==> src/common/adc_seq_defs.svh <==
// constants for the scan sequencer: widths, counts, timing
// assumes inclusion from the package and the design file by bare name
// ----------------------------------------
// Notes on behaviour
// ----------------------------------------
`ifndef ADC_SEQ_DEFS_SVH
`define ADC_SEQ_DEFS_SVH
`define RES_W 10
`define CH_N 8
`define CH_W 4
`define CH_EXT 4'h8
`define CH_DIAG 4'h9
`define SAMP_W 8
`define CONV_TIME_NS 1000
`define CLK_PERIOD_NS 100
// conversion budget in cycles at the design clock, at least one
`define CONV_CYC (((`CONV_TIME_NS / `CLK_PERIOD_NS) > 0) ? (`CONV_TIME_NS / `CLK_PERIOD_NS) : 1)
`define SAR_BITS 10
`define MODE_SINGLE 2'h0
`define MODE_SSCAN 2'h1
`define MODE_CSCAN 2'h2
`endif

==> src/common/adc_seq_pkg.sv <==
// types for the scan sequencer
// assumes adc_seq_defs.svh is on the include path
package adc_seq_pkg;
`include "adc_seq_defs.svh"
  typedef logic [1:0] mode_t;
  typedef struct packed {
    mode_t mode;
    logic [`CH_N-1:0] ch_sel;
    logic ext_en;
    logic diag_en;
    logic [`SAMP_W-1:0] samp_states;
    logic irq_en;
    logic dma_en;
  } cfg_s;
  typedef struct packed {
    logic [`CH_W-1:0] chan;
    logic [`RES_W-1:0] data;
  } result_s;
  typedef enum logic [3:0] {
    ST_IDLE = 4'b0001,
    ST_SAMP = 4'b0010,
    ST_CONV = 4'b0100,
    ST_NEXT = 4'b1000
  } state_e;
endpackage

==> src/hw/adc_scan_sequencer.sv <==
// control and sequencing of a 10-bit successive approximation converter
// assumes analog comparator output on the same clock; external trigger is async
`timescale 1ns/100ps
`include "adc_seq_defs.svh"
module adc_scan_sequencer (
  input wire logic mclk_in, // 10 MHz clock
  input wire logic rst_b_in, // sync reset, active low
  input wire logic module_stop_in, // halt, no conversions
  input wire adc_seq_pkg::cfg_s cfg_in, // mode, channels, sampling
  input wire logic sw_start_in, // software trigger pulse
  input wire logic sw_stop_in, // ends continuous scan
  input wire logic timer_trig_in, // on-chip timer event pulse
  input wire logic timer_trig_en_in, // timer trigger enable
  input wire logic ext_trig_b_in, // external_conversion_trigger, async, active low
  input wire logic ext_trig_en_in, // external trigger enable
  input wire logic comp_in, // sar comparator: input at or above dac
  output logic [`CH_W-1:0] mux_sel_out, // analog mux select
  output logic sample_out, // sample switch closed
  output logic [`RES_W-1:0] dac_out, // sar trial code
  output logic busy_out, // conversion or pass in progress
  output adc_seq_pkg::result_s result_out, // last result
  output logic result_valid_out, // result strobe
  output logic conversion_end_irq_out, // end interrupt pulse
  output logic dma_req_out // dma/dtc activation pulse
);
  import adc_seq_pkg::*;

  // ----------------------------------------
  // helpers
  // ----------------------------------------
  // lowest selected target at or above start; 4'hf when none
  function automatic logic [`CH_W-1:0] next_ch(input logic [`CH_N+1:0] sel,
                                               input logic [`CH_W-1:0] start);
    logic [`CH_W-1:0] r;
    r = 4'hf;
    for (int i = `CH_N + 1; i >= 0; i--) begin
      if (sel[i] && (4'(i) >= start)) begin
        r = 4'(i);
      end
    end
    return r;
  endfunction

  // ----------------------------------------
  // trigger capture
  // ----------------------------------------
  logic ext_s1_q, ext_s2_q, ext_s3_q;
  always_ff @(posedge mclk_in) begin
    if (!rst_b_in) begin
      ext_s1_q <= 1'b1;
      ext_s2_q <= 1'b1;
      ext_s3_q <= 1'b1;
    end else begin
      ext_s1_q <= ext_trig_b_in;
      ext_s2_q <= ext_s1_q;
      ext_s3_q <= ext_s2_q;
    end
  end
  logic ext_fall, trig;
  assign ext_fall = ext_s3_q && !ext_s2_q;
  assign trig = sw_start_in || (timer_trig_in && timer_trig_en_in)
                || (ext_fall && ext_trig_en_in);

  // ----------------------------------------
  // sequencer
  // ----------------------------------------
  state_e st_q;
  logic [`CH_W-1:0] ch_q;
  logic [`SAMP_W-1:0] samp_cnt_q;
  logic [3:0] bit_q;
  logic [`RES_W-1:0] sar_q;
  logic stop_req_q;
  logic [`CH_N+1:0] sel_all;
  logic [`CH_W-1:0] first_ch, after_ch;
  logic last_ch;

  // mode picks one target or a mask
  assign sel_all = (cfg_in.mode == `MODE_SINGLE) ? '0 :
                   {cfg_in.diag_en, cfg_in.ext_en, cfg_in.ch_sel};
  assign first_ch = (cfg_in.mode == `MODE_SINGLE) ? cfg_in.ch_sel[`CH_W-1:0] :
                    next_ch(sel_all, 4'h0);
  assign after_ch = (ch_q == 4'hf) ? 4'hf : next_ch(sel_all, ch_q + 4'h1);
  assign last_ch = (cfg_in.mode == `MODE_SINGLE) || (after_ch == 4'hf);

  logic pass_end;
  assign pass_end = (st_q == ST_NEXT) && last_ch;

  always_ff @(posedge mclk_in) begin
    if (!rst_b_in) begin
      stop_req_q <= 1'b0;
    end else if (st_q == ST_IDLE) begin
      stop_req_q <= 1'b0;
    end else if (sw_stop_in) begin
      stop_req_q <= 1'b1;
    end
  end

  always_ff @(posedge mclk_in) begin
    if (!rst_b_in || module_stop_in) begin
      st_q <= ST_IDLE;
      ch_q <= 4'h0;
      samp_cnt_q <= 8'h00;
      bit_q <= 4'h0;
      sar_q <= 10'h000;
    end else begin
      case (st_q)
        ST_IDLE: begin
          if (trig && first_ch != 4'hf) begin
            st_q <= ST_SAMP;
            ch_q <= first_ch;
            samp_cnt_q <= cfg_in.samp_states;
          end
        end
        ST_SAMP: begin
          if (samp_cnt_q <= 8'h01) begin
            st_q <= ST_CONV;
            bit_q <= 4'(`SAR_BITS - 1);
            sar_q <= 10'h200;
          end else begin
            samp_cnt_q <= samp_cnt_q - 8'h01;
          end
        end
        ST_CONV: begin
          // one trial per cycle, using the whole ten-cycle budget
          if (!comp_in) begin
            sar_q[bit_q] <= 1'b0;
          end
          if (bit_q == 4'h0) begin
            st_q <= ST_NEXT;
          end else begin
            sar_q[bit_q - 4'h1] <= 1'b1;
            bit_q <= bit_q - 4'h1;
          end
        end
        ST_NEXT: begin
          // one channel at a time, pass control
          if (!last_ch) begin
            st_q <= ST_SAMP;
            ch_q <= after_ch;
            samp_cnt_q <= cfg_in.samp_states;
          end else if (cfg_in.mode == `MODE_CSCAN && !stop_req_q && !sw_stop_in) begin
            st_q <= ST_SAMP;
            ch_q <= next_ch(sel_all, 4'h0);
            samp_cnt_q <= cfg_in.samp_states;
          end else begin
            st_q <= ST_IDLE;
          end
        end
        default: st_q <= ST_IDLE;
      endcase
    end
  end

  // ----------------------------------------
  // outputs
  // ----------------------------------------
  // result tagged with its target, incl. extended and diagnostic
  always_ff @(posedge mclk_in) begin
    if (!rst_b_in) begin
      result_out <= '0;
      result_valid_out <= 1'b0;
    end else begin
      // module stop discards a finished result too
      result_valid_out <= (st_q == ST_NEXT) && !module_stop_in;
      if (st_q == ST_NEXT && !module_stop_in) begin
        result_out <= '{chan: ch_q, data: sar_q};
      end
    end
  end

  always_ff @(posedge mclk_in) begin
    if (!rst_b_in) begin
      conversion_end_irq_out <= 1'b0;
      dma_req_out <= 1'b0;
    end else begin
      conversion_end_irq_out <= pass_end && cfg_in.irq_en && !module_stop_in;
      dma_req_out <= pass_end && cfg_in.dma_en && !module_stop_in;
    end
  end

  assign mux_sel_out = ch_q;
  assign sample_out = (st_q == ST_SAMP);
  assign dac_out = sar_q;
  assign busy_out = (st_q != ST_IDLE);

  // ----------------------------------------
  // checks
  // ----------------------------------------
  // run lengths of sampling and conversion, for the length checks
  logic [7:0] samp_len_q;
  logic [3:0] conv_len_q;
  always_ff @(posedge mclk_in) begin
    if (!rst_b_in) begin
      samp_len_q <= 8'h00;
      conv_len_q <= 4'h0;
    end else begin
      samp_len_q <= (st_q == ST_SAMP) ? samp_len_q + 8'h01 : 8'h00;
      conv_len_q <= (st_q == ST_CONV) ? conv_len_q + 4'h1 : 4'h0;
    end
  end
endmodule

==> config.mk <==
export PLATFORM = sky130hd
export DESIGN_NAME = adc_scan_sequencer
export DESIGN_NICKNAME = d
export VERILOG_FILES = /design/src/common/adc_seq_pkg.sv /design/src/hw/adc_scan_sequencer.sv
export VERILOG_INCLUDE_DIRS = /design/src /design/src/common
export SDC_FILE = /design/constraint.sdc
export NUM_CORES = 1
export LEC_CHECK = 0
export ABC_AREA = 1
export BUFFER_PORTS_ARGS = -buffer_cell sky130_fd_sc_hd__buf_4
export CELL_PAD_IN_SITES_DETAIL_PLACEMENT = 2
export CELL_PAD_IN_SITES_GLOBAL_PLACEMENT = 2
export CORE_ASPECT_RATIO = 1.75
export CORE_MARGIN = 2
export CORE_UTILIZATION = 29
export CTS_CLUSTER_SIZE = 12
export DETAILED_ROUTE_END_ITERATION = 6
export HOLD_SLACK_MARGIN = 0.15
export PLACE_DENSITY_LB_ADDON = 0.1
export SYNTH_ARGS = -nofsm -noshare
export SYNTH_HDL_FRONTEND = slang
export SYNTH_SLANG_ARGS = --single-unit
==> constraint.sdc <==
create_clock -name mclk_in -period 2.6 [get_ports mclk_in]
set_clock_uncertainty 0.2 [all_clocks]
set_input_delay 0.52 -clock mclk_in [delete_from_list [all_inputs] [get_ports mclk_in]]
set_output_delay 0.52 -clock mclk_in [all_outputs]
set_load 0.02 [all_outputs]
==> key figures, run 1 <==
Worst hold path
  – HP Class: in2reg
  – Hold path depth: 2

Detailed routing
  – Final wirelength: 11200 microns
  – DR DRC count: 0
  – Via count: about 3.4k
  – Number of vias per cell: just under 5
  – Routed len/inst: ~16 microns
  – 1st-pass router iterations: 4
  – Post-DRT Antenna Nets: 0
  – Iteration-0 DRC Markers: 63

Synth
  – Yosys top cell by area: dfxtp_1
  – Top cells by area, synth: dfxtp_1 32%, nand2_1 13%, nor2_1 8.7%
  – Syn Area/Cell: about 6.4 sq um
  – Syn Inst Count: around 490
  – Ys Warns: 0
  – Top cell type's share of synthesized area: between 30% and 40%
  – Top FF cell, synth: dfxtp_1
  – Cell area after synthesis: approximately 3100 sq um
  – Post-synth EDFFs: 0
  – Synth cell types: 37
  – Sequential area share after synthesis: roughly a third
  – Ys async rst share: 0%
  – Synth Register Bits: between 50 and 60
  – Syn_nets: between 500 and 600

Final layout
  – Fraction of layout cells with a size suffix above 1: between 20% and 30%
  – # diodes: 0
  – Fin cells: 700
  – Layout Nets: a little over 600
  – Layout area overhead: 29.3%

Power and ir drop
  – Maximum VDD drop: between 300 and 400 uV
  – Leakage power: between 0.0015 and 0.002 uW
  – PwrDens: between 400 and 500 nW/um^2

Floorplanning
  – Die Wd: 82.7 microns
  – Core area: approximately 11000 sq um
  – # IOs: 65
  – Die height: approximately 140 microns
  – Initial Utilization: 29.6%
  – Full die area: between 10000 and 15000 sq um
  – FP Rows: 50

Clock network
  – Post-cts hold buffer count: 0
  – TritonCTS Sinks: slightly above 50
  – CTS Buffer Depth: 2
  – Clock Root Buffer: clkbuf_16
  – H-tree depth: 2
  – Cts bufs inserted: 5
  – Clock Latency Late Sink: roughly 0.30 ns
  – CTS tree: yes
  – Clock slew at reported path FFs: approximately 0.080 ns

GRT
  – GRT Total Usage: 20.1%
  – First-pass GRT wire length: ~18000 microns
  – Largest net degree at the start of global routing: 29
  – Number of global-route vias before repair: 3737
  – Initial antenna violation count: 0
  – Overflow after GRT: 0

Place
  – Post-detail-place hpwl: 9250 microns
  – Routability cong.: approximately 0.86
  – Placed Cells: 692
  – Worst slack, placed: -0.0442 ns
  – PortBufs: 64

Worst setup path
  – CP Data Arrival Time: around 2.3 ns
  – Worst R2R Path Depth: 17
  – Critical Setup Path Class: reg2reg
  – Req. time, crit path: 2.59 ns
  – CP startpoint kind: register
  – Crit path capture type: register
  – CP max FO: 6

Timing
  – Final setup viols: 0
  – Final Slew Violations: 0
  – Unrepaired setup endpoints after global routing: no
  – Setup ws final: roughly 0.26 ns
  – Final period util: approximately nine tenths
  – Slew margin rel.: between 40 and 50%
  – Period minus WS final: ~2.3 ns
  – Final Hold Vio Count: 0
  – Max Fclk: ~430 MHz
  – Worst Tran Pin Value: roughly 0.85 ns

Job
  – MaxCap Viol Count: 0

Outcome
  – Status: completed
## Yosys cell counts, types with 3 or more instances
cell type,count
inv_1,68
nand3_2,3
o21ai_0,24
a21oi_1,36
o21ai_1,3
nand3_1,28
nand4_1,16
dfxtp_1,51
buf_2,4
inv_2,6
clkbuf_1,4
nand2_1,109
o211ai_1,5
nor2_1,73
nor2_2,3
nand2_4,3
or2_2,3
nand2_2,7
nor3_1,9
ha_1,10
## final timing paths
kind	from	end	slack (ns)
setup reg to reg	mux_sel_out[0]	samp_cnt_q[0]	0.26
hold / removal	ext_trig_b_in	ext_s1_q	0.22
setup / recovery	mux_sel_out[0]	samp_cnt_q[0]	0.26
hold reg to reg	ext_s1_q	ext_s2_q	0.23
## cell type report
| class | count | area (sq um) |
|---|---|---|
| clock buffer | 5 | 125 |
| clock inverter | 3 | 25.0 |
| fill | 1333 | 6570 |
| inverter | 76 | 285 |
| multi-input combinational | 350 | 1810 |
| sequential | 51 | 1020 |
| tap | 130 | 163 |
| timing repair buffer | 85 | 638 |
## flip-flops by register name, indices dropped and copies added (netlist names)
name	count
bit_q	4
conversion_end_irq_out	1
dac_out	10
dma_req_out	1
ext_s1_q	1
ext_s2_q	1
ext_s3_q	1
mux_sel_out	4
result_out	14
result_valid_out	1
samp_cnt_q	8
st_q	4
stop_req_q	1
## per-stage QoR
step | utilization, % | total power [uW] | instance area, sq um | hold WS [ns] | TNS, ns
floorplan | - | 1100 | 3150 | 0.192 | 0
global placement | 36.5 | 1250 | 3890 | 0.206 | 0
detailed placement | 36.5 | 1270 | 3890 | 0.208 | -0.199
CTS | 38.0 | 1960 | 4040 | 0.219 | 0
global route | 38.2 | 2060 | 4070 | 0.215 | 0
finish | 38.2 | 1950 | 4070 | 0.221 | 0
## cells in the final DEF, fill, tap and decap left out, types with 2 or more instances in the layout
| master | n |
|---|---|
| inv_2 | 6 |
| clkinv_1 | 2 |
| nand2_4 | 6 |
| inv_6 | 2 |
| ha_1 | 10 |
| xor2_1 | 2 |
| nor2_4 | 2 |
| o21ai_1 | 3 |
| nor2_2 | 5 |
| buf_4 | 85 |
| nand3_1 | 28 |
| nand4_1 | 16 |
| o211ai_1 | 5 |
| nor2_1 | 71 |
| a21oi_1 | 36 |
| or2_2 | 3 |
| clkbuf_16 | 5 |
| inv_1 | 68 |
| nand2_2 | 7 |
| o21ai_0 | 24 |
| nor3_4 | 2 |
| dfxtp_1 | 48 |
| o22ai_1 | 2 |
| nand3_2 | 3 |
| dfxtp_2 | 3 |
| nor3_1 | 9 |
| nand2_1 | 106 |
## where the power goes
group	switching, uW	leakage [uW]	internal, uW
logic	265	0.00142	167
registers	22.0	0.000415	800
clock network	329	0.0000708	365
total	616	0.00190	1330
## kinds of logic (layout without fill, tap and decap cells)
| group | count (synthesis) | in the layout | share of synthesized area (%) |
|---|---|---|---|
| compound gates | 74 | 74 | 12.7 |
| xor+xnor | 3 | 3 | 0.835 |
| fa+ha+maj | 10 | 10 | 3.98 |
| buf+inv | 87 | 169 | 11.0 |
| flops | 51 | 51 | 32.4 |
| simple gates | 263 | 263 | 39.0 |
## metal layers
metal	up-vias	track usage (%)	wire (microns)
met5	-	0	0
met2	32	40.6	6710
li1	1719	-	-
met1	1678	20.6	4090
met3	14	1.91	138
met4	0	5.78	217
## what timing repair did
action	4_1_cts	5_1_grt
setup endpoints to repair	0	12
resized for setup	0	11
setup buffers	0	0
## worst max-delay path, cell delays in order (launching register included)
cell     delay, ns
dfxtp_2       0.34
ha_1          0.22
inv_1         0.08
nand2_2       0.07
nand2_4       0.10
nor2_2        0.06
nand2_1       0.10
nand2_1       0.09
nor2_2        0.17
nand2_2       0.11
nand2_4       0.12
nand3_2       0.08
nand2_1       0.07
nand2_2       0.08
nand2_4       0.11
nand2_4       0.08
nor2_1        0.09
nor2_1        0.06
Power figures use the tool's default switching activity.
==> run 2, diff against run 1 <==
--- a/config.mk
+++ b/config.mk
@@ -6,13 +6,12 @@
 export SDC_FILE = /design/constraint.sdc
 export NUM_CORES = 1
 export LEC_CHECK = 0
-export ABC_AREA = 1
 export BUFFER_PORTS_ARGS = -buffer_cell sky130_fd_sc_hd__buf_4
 export CELL_PAD_IN_SITES_DETAIL_PLACEMENT = 2
 export CELL_PAD_IN_SITES_GLOBAL_PLACEMENT = 2
 export CORE_ASPECT_RATIO = 1.75
 export CORE_MARGIN = 2
-export CORE_UTILIZATION = 29
+export CORE_UTILIZATION = 32
 export CTS_CLUSTER_SIZE = 12
 export DETAILED_ROUTE_END_ITERATION = 6
 export HOLD_SLACK_MARGIN = 0.15
==> key figures, run 2 <==
Outcome
  – Status: completed

Worst setup path
  – Crit Reg-Reg Endpoint: mux_sel_out[1]
  – Register-to-register setup slack: roughly 0.061 ns
  – Critical Setup Path Class: reg2reg
  – Req. time, crit path: about 2.6 ns
  – Worst R2R Path Depth: 9
  – Reg2reg start: mux_sel_out[1]
  – CP startpoint kind: register
  – CP Data Arrival Time: around 2.5 ns
  – Crit path capture type: register
  – CP max FO: 7

Place
  – Area after DPL: 4200 sq um
  – Post-detail-place hpwl: roughly 10000 microns
  – Routability cong.: 0.865
  – PortBufs: 64

Timing
  – Final period util: a little over nine tenths
  – Hold Slack: ~0.21 ns
  – Slew margin rel.: a little under three fifths
  – Final Slew Violations: 0
  – Final Hold Vio Count: 0
  – Worst Tran Pin Value: 0.665 ns
  – Final setup viols: 0
  – Period minus WS final: between 2 and 3 ns
  – Max Fclk: approximately 390 MHz

Synth
  – Most frequent cell after synthesis: nand2_1
  – Post-synth EDFFs: 0
  – Top FF cell, synth: dfxtp_1
  – Syn Inst Count: roughly 430
  – Yosys top cell by area: dfxtp_1
  – Sequential area share after synthesis: between 20% and 30%
  – Cell area after synthesis: about 3400 sq um
  – Synth Register Bits: 51
  – Synth cell types: 78
  – Syn_nets: ~470
  – Top cells by area, synth: dfxtp_1 30%, nand2_1 5.8%, a21oi_1 5.4%
  – Ys Warns: 0
  – Ys async rst share: 0%
  – Syn Area/Cell: slightly below 8 sq um
  – Commonest cells post-synth: 53 x nand2_1, 51 x dfxtp_1, 42 x nor2_1
  – Top cell type's share of synthesized area: 30.0%

Detailed routing
  – Iteration-0 DRC Markers: 122
  – Final wirelength: between 10000 and 15000 microns
  – Post-DRT Antenna Nets: 0
  – 1st-pass router iterations: 4
  – Number of vias per cell: approximately 5.6
  – Routed len/inst: between 20 and 25 microns
  – DR DRC count: 0
  – Via count: about 3.7k

GRT
  – Overflow after GRT: 0
  – GRT Total Usage: a little under a quarter
  – Number of global-route vias before repair: between 3k and 4k
  – Initial antenna violation count: 0
  – Largest net degree at the start of global routing: 21
  – First-pass GRT wire length: ~20000 microns

Final layout
  – Commonest non-fill, non-tap cell in the layout: buf_4
  – Layout area overhead: 32.4%
  – Design area: about 4500 sq um
  – Fraction of layout cells with a size suffix above 1: between 30% and 40%
  – # diodes: 0
  – Commonest non-fill, non-tap cells in the layout: 109 x buf_4, 53 x nand2_1, 47 x dfxtp_1, 42 x nor2_1, 36 x a21oi_1
  – Layout Nets: roughly 570
  – Reg with most FFs: result_out
  – Number of flip-flops in the largest register: 14

Clock network
  – CTS tree: yes
  – Clock Latency Late Sink: about 0.30 ns
  – TritonCTS Sinks: between 50 and 60
  – H-tree depth: 2
  – Clock slew at reported path FFs: approximately 0.070 ns
  – Clock Root Buffer: clkbuf_16
  – Cts bufs inserted: 5
  – CTS Buffer Depth: 2
  – Post-cts hold buffer count: 0

Floorplanning
  – Full die area: 11500 sq um
  – Core area: between 10000 and 15000 sq um
  – Die height: 140 microns
  – FP Rows: slightly below 50
  – # IOs: 65
  – Initial Utilization: approximately a third
  – Die Wd: 82.0 microns

Worst hold path
  – Hold Path End: ext_s1_q
  – HP Class: in2reg
  – Hold Crit Start: ext_trig_b_in
  – Hold path depth: 2

Power and ir drop
  – Leakage power: between 0.0015 and 0.002 uW
  – Maximum VDD drop: approximately 430 uV
  – PwrDens: about 440 nW/um^2

Job
  – MaxCap Viol Count: 0
-- run 2: cell count changes in the layout (fill, tap and decap cells not counted), sizes merged, moves of 5 or more --
| cell | before | now |
|---|---|---|
| buf | 85 | 109 |
| nor2 | 78 | 42 |
| nand3 | 32 | 20 |
| nand2 | 119 | 53 |
| a31oi | 0 | 6 |
| nand2b | 0 | 12 |
| nand4 | 17 | 5 |
| and3 | 0 | 5 |
| inv | 76 | 20 |
| a21boi | 0 | 15 |
-- run 2: stage by stage --
step	setup TNS [ns]	utilization [%]	setup WS, ns	cells	power (uW)
after CTS	-0.118	42.7	-0.0194	644	1990
after detailed placement	-0.137	40.8	-0.112	636	1210
final	0	43.8	0.0614	651	1980
after global placement	-0.0589	40.8	-0.0589	636	1200
after global routing	-0.0683	43.8	-0.0268	651	2080
after floorplan	0	-	0.0288	432	1050
-- run 2: layout make-up --
class | instances | area, sq um
Multi-Input combinational cell | 336 | 2250
Sequential cell | 51 | 1030
Tap cell | 127 | 159
Inverter | 20 | 76.3
Clock buffer | 5 | 125
Timing Repair Buffer | 109 | 818
Clock inverter | 3 | 47.5
Fill cell | 1225 | 5790
-- run 2: power breakdown --
part           total, uW  switching, uW  internal, uW
clock                771            311           460
sequential           816           20.2           795
combinational        398            226           172
total               1980            557          1430
-- run 2: how the worst max path moves through the flow --
stage	cells after the start	end	slack [ns]	start
floorplan	10	samp_cnt_q[3]	0.03	mux_sel_out[0]
global placement	10	mux_sel_out[1]	-0.06	cfg_in[13]
detailed placement	8	mux_sel_out[1]	-0.11	mux_sel_out[2]
CTS	9	samp_cnt_q[6]	-0.02	mux_sel_out[0]
global route	9	samp_cnt_q[5]	-0.03	mux_sel_out[0]
finish	9	mux_sel_out[1]	0.06	mux_sel_out[1]
-- run 2: repair_timing --
action,4_1_cts,5_1_grt
pin swaps,0,7
setup buffers,0,6
cloned,0,1
setup endpoints to repair,9,13
gates resized for setup,4,13
-- run 2: cells by family after synthesis --
logic type | Yosys count | synth area share [%]
AND/OR/NAND/NOR | 177 | 27.4
AO/OA/AOI/OAI | 141 | 29.9
flip-flops | 51 | 30.0
buffers and inverters | 46 | 6.28
adder cells (fa/ha/maj) | 10 | 3.67
XOR/XNOR | 4 | 1.80
multiplexers | 3 | 0.918
-- run 2: worst max-delay path, stage by stage, from the launching register on --
cell and delay, ns:
dfxtp_4 0.39, buf_4 0.17, a21bo_4 0.14, nand3_2 0.13, a211o_1 0.39, buf_4 0.16
nand4_1 0.09, o211ai_1 0.10, a221o_1 0.38, o31ai_2 0.27
-- run 2: per-layer routing --
layer | wire [microns] | GRT usage [%] | up-vias | part of all wire [%]
li1 | - | - | 1750 | -
met1 | 4720 | 22.4 | 1829 | 36
met2 | 7750 | 45.5 | 57 | 59
met3 | 236 | 2.13 | 22 | 1.8
met4 | 451 | 9.30 | 0 | 3.4
met5 | 0 | 0 | - | 0
==> run 3, diff against run 2 <==
--- a/config.mk
+++ b/config.mk
@@ -16,6 +16,7 @@
 export DETAILED_ROUTE_END_ITERATION = 6
 export HOLD_SLACK_MARGIN = 0.15
 export PLACE_DENSITY_LB_ADDON = 0.1
+export RECOVER_POWER = 25
 export SYNTH_ARGS = -nofsm -noshare
 export SYNTH_HDL_FRONTEND = slang
 export SYNTH_SLANG_ARGS = --single-unit
==> key figures, run 3 (synthesis gave the netlist of run 2 again) <==
Final layout
  – Fraction of layout cells with a size suffix above 1: 27.5%
  – Commonest non-fill, non-tap cell in the layout: buf_4
  – Fin cells: roughly 650
  – Reg with most FFs: result_out
  – # diodes: 0
  – Layout Nets: ~570
  – Commonest non-fill, non-tap cells in the layout: 91 x buf_4, 53 x nand2_1, 47 x dfxtp_1, 42 x nor2_1, 36 x a21oi_1
  – Design area: roughly 4400 sq um
  – Number of flip-flops in the largest register: 14
  – Layout area overhead: 30.4%

Clock network
  – Clock Root Buffer: clkbuf_16
  – H-tree depth: 2
  – Post-cts hold buffer count: 0
  – Cts bufs inserted: 5
  – Clock Latency Late Sink: roughly 0.30 ns
  – TritonCTS Sinks: 51
  – CTS tree: yes
  – Clock slew at reported path FFs: about 0.07 ns
  – CTS Buffer Depth: 2

Worst setup path
  – Critical Setup Path Class: reg2reg
  – Crit path to: mux_sel_out[1]
  – CP max FO: 5
  – Req. time, crit path: approximately 2.6 ns
  – CP startpoint kind: register
  – Critical Path Start: mux_sel_out[0]
  – Crit Reg-Reg Endpoint: mux_sel_out[1]
  – Worst R2R Path Depth: 10
  – Register-to-register setup slack: between 0.06 and 0.07 ns
  – Crit path capture type: register
  – Reg2reg start: mux_sel_out[0]
  – CP Data Arrival Time: 2.53 ns

Timing
  – Period minus WS final: 2.54 ns
  – Final period util: between 90% and 100%
  – Worst Tran Pin Value: approximately 1.0 ns
  – Slew margin rel.: 31.9%
  – Final setup viols: 0
  – Setup ws final: 0.0612 ns
  – Max Fclk: around 400 MHz
  – Final Slew Violations: 0
  – Final Hold Vio Count: 0
  – Setup TNS Final: 0 ns

Place
  – Worst slack, placed: -0.112 ns
  – PortBufs: 64
  – Routability cong.: roughly 0.87
  – Placed Cells: between 600 and 700
  – Area after DPL: about 4200 sq um
  – Post-detail-place hpwl: about 10000 microns

Detailed routing
  – Number of vias per cell: between 5 and 6
  – DR DRC count: 0
  – 1st-pass router iterations: 4
  – Routed len/inst: ~20 microns
  – Post-DRT Antenna Nets: 0
  – Iteration-0 DRC Markers: between 90 and 100
  – Final wirelength: around 13000 microns
  – Via count: around 3.7k

GRT
  – Overflow after GRT: 0
  – GRT Total Usage: 22.8%
  – Largest net degree at the start of global routing: 21
  – Initial antenna violation count: 0
  – Number of global-route vias before repair: approximately 4k
  – First-pass GRT wire length: 20100 microns

Floorplanning
  – FP Rows: just under 50
  – # IOs: 65
  – Core area: 10300 sq um
  – Die Wd: roughly 80 microns
  – Full die area: 11500 sq um
  – Die height: roughly 140 microns
  – Initial Utilization: between 30% and 40%

Job
  – MaxCap Viol Count: 0

Power and ir drop
  – Leakage power: between 0.0015 and 0.002 uW
  – PwrDens: between 400 and 500 nW/um^2
  – Maximum VDD drop: between 400 and 500 uV

Worst hold path
  – HP Class: in2reg

Outcome
  – Status: completed
==> run 3: changes by cell type in the layout (fill, tap and decap cells not counted) <==
cell / delta
buf_4: -18
clkbuf_1: +18
==> run 3: stage by stage <==
stage	util [%]	hold slack, ns	power, uW
6_report	43.1	0.205	1980
5_1_grt	43.1	0.207	2080
4_1_cts	42.7	0.201	1990
3_5_place_dp	40.8	0.218	1210
3_3_place_gp	40.8	0.198	1200
2_1_floorplan	-	0.186	1050
==> run 3: timing repair <==
item / in CTS / in global routing
gates resized for setup: 4 / 13
setup buffers: 0 / 6
hold endpoints to repair: 0 / 0
pin swaps: 0 / 7
endpoints found under the setup margin: 9 / 13
gates cloned: 0 / 1
==> run 3: how the worst min path moves through the flow <==
stage	to	from	depth (start not counted)
finish	ext_s1_q	ext_trig_b_in	2
global route	ext_s1_q	ext_trig_b_in	2
CTS	ext_s1_q	ext_trig_b_in	2
detailed placement	ext_s2_q	ext_s1_q	1
global placement	ext_s2_q	ext_s1_q	1
floorplan	ext_s2_q	ext_s1_q	1
==> run 3: cell type report <==
cell class,instances,area [sq um]
Inverter,20,76.3
Tap cell,127,159
Multi-Input combinational cell,336,2250
Timing Repair Buffer,109,751
Clock buffer,5,125
Sequential cell,51,1030
Fill cell,1237,5860
Clock inverter,3,47.5
==> run 3: critical path: stages (launching register included) <==
cell,delay [ns]
dfxtp_4,0.38
inv_2,0.06
ha_4,0.26
and2_1,0.15
a221o_1,0.30
o211ai_2,0.25
nand3_2,0.15
buf_4,0.17
o21ai_2,0.21
nand4_1,0.18
o31ai_2,0.12
==> run 3: metal layers <==
layer | vias to the layer above | share of wire, % | wire length, microns | global-route usage (%)
met5 | - | 0 | 0 | 0
met4 | 0 | 3.5 | 455 | 9.30
met3 | 22 | 1.8 | 232 | 2.13
met2 | 53 | 59 | 7770 | 45.5
met1 | 1845 | 36 | 4730 | 22.4
li1 | 1752 | - | - | -
==> run 3: power by group <==
part	total (uW)	internal [uW]	switching [uW]	leakage, uW
logic	397	171	226	0.00114
clock network	771	460	312	0.0000844
registers	816	795	20.4	0.000415
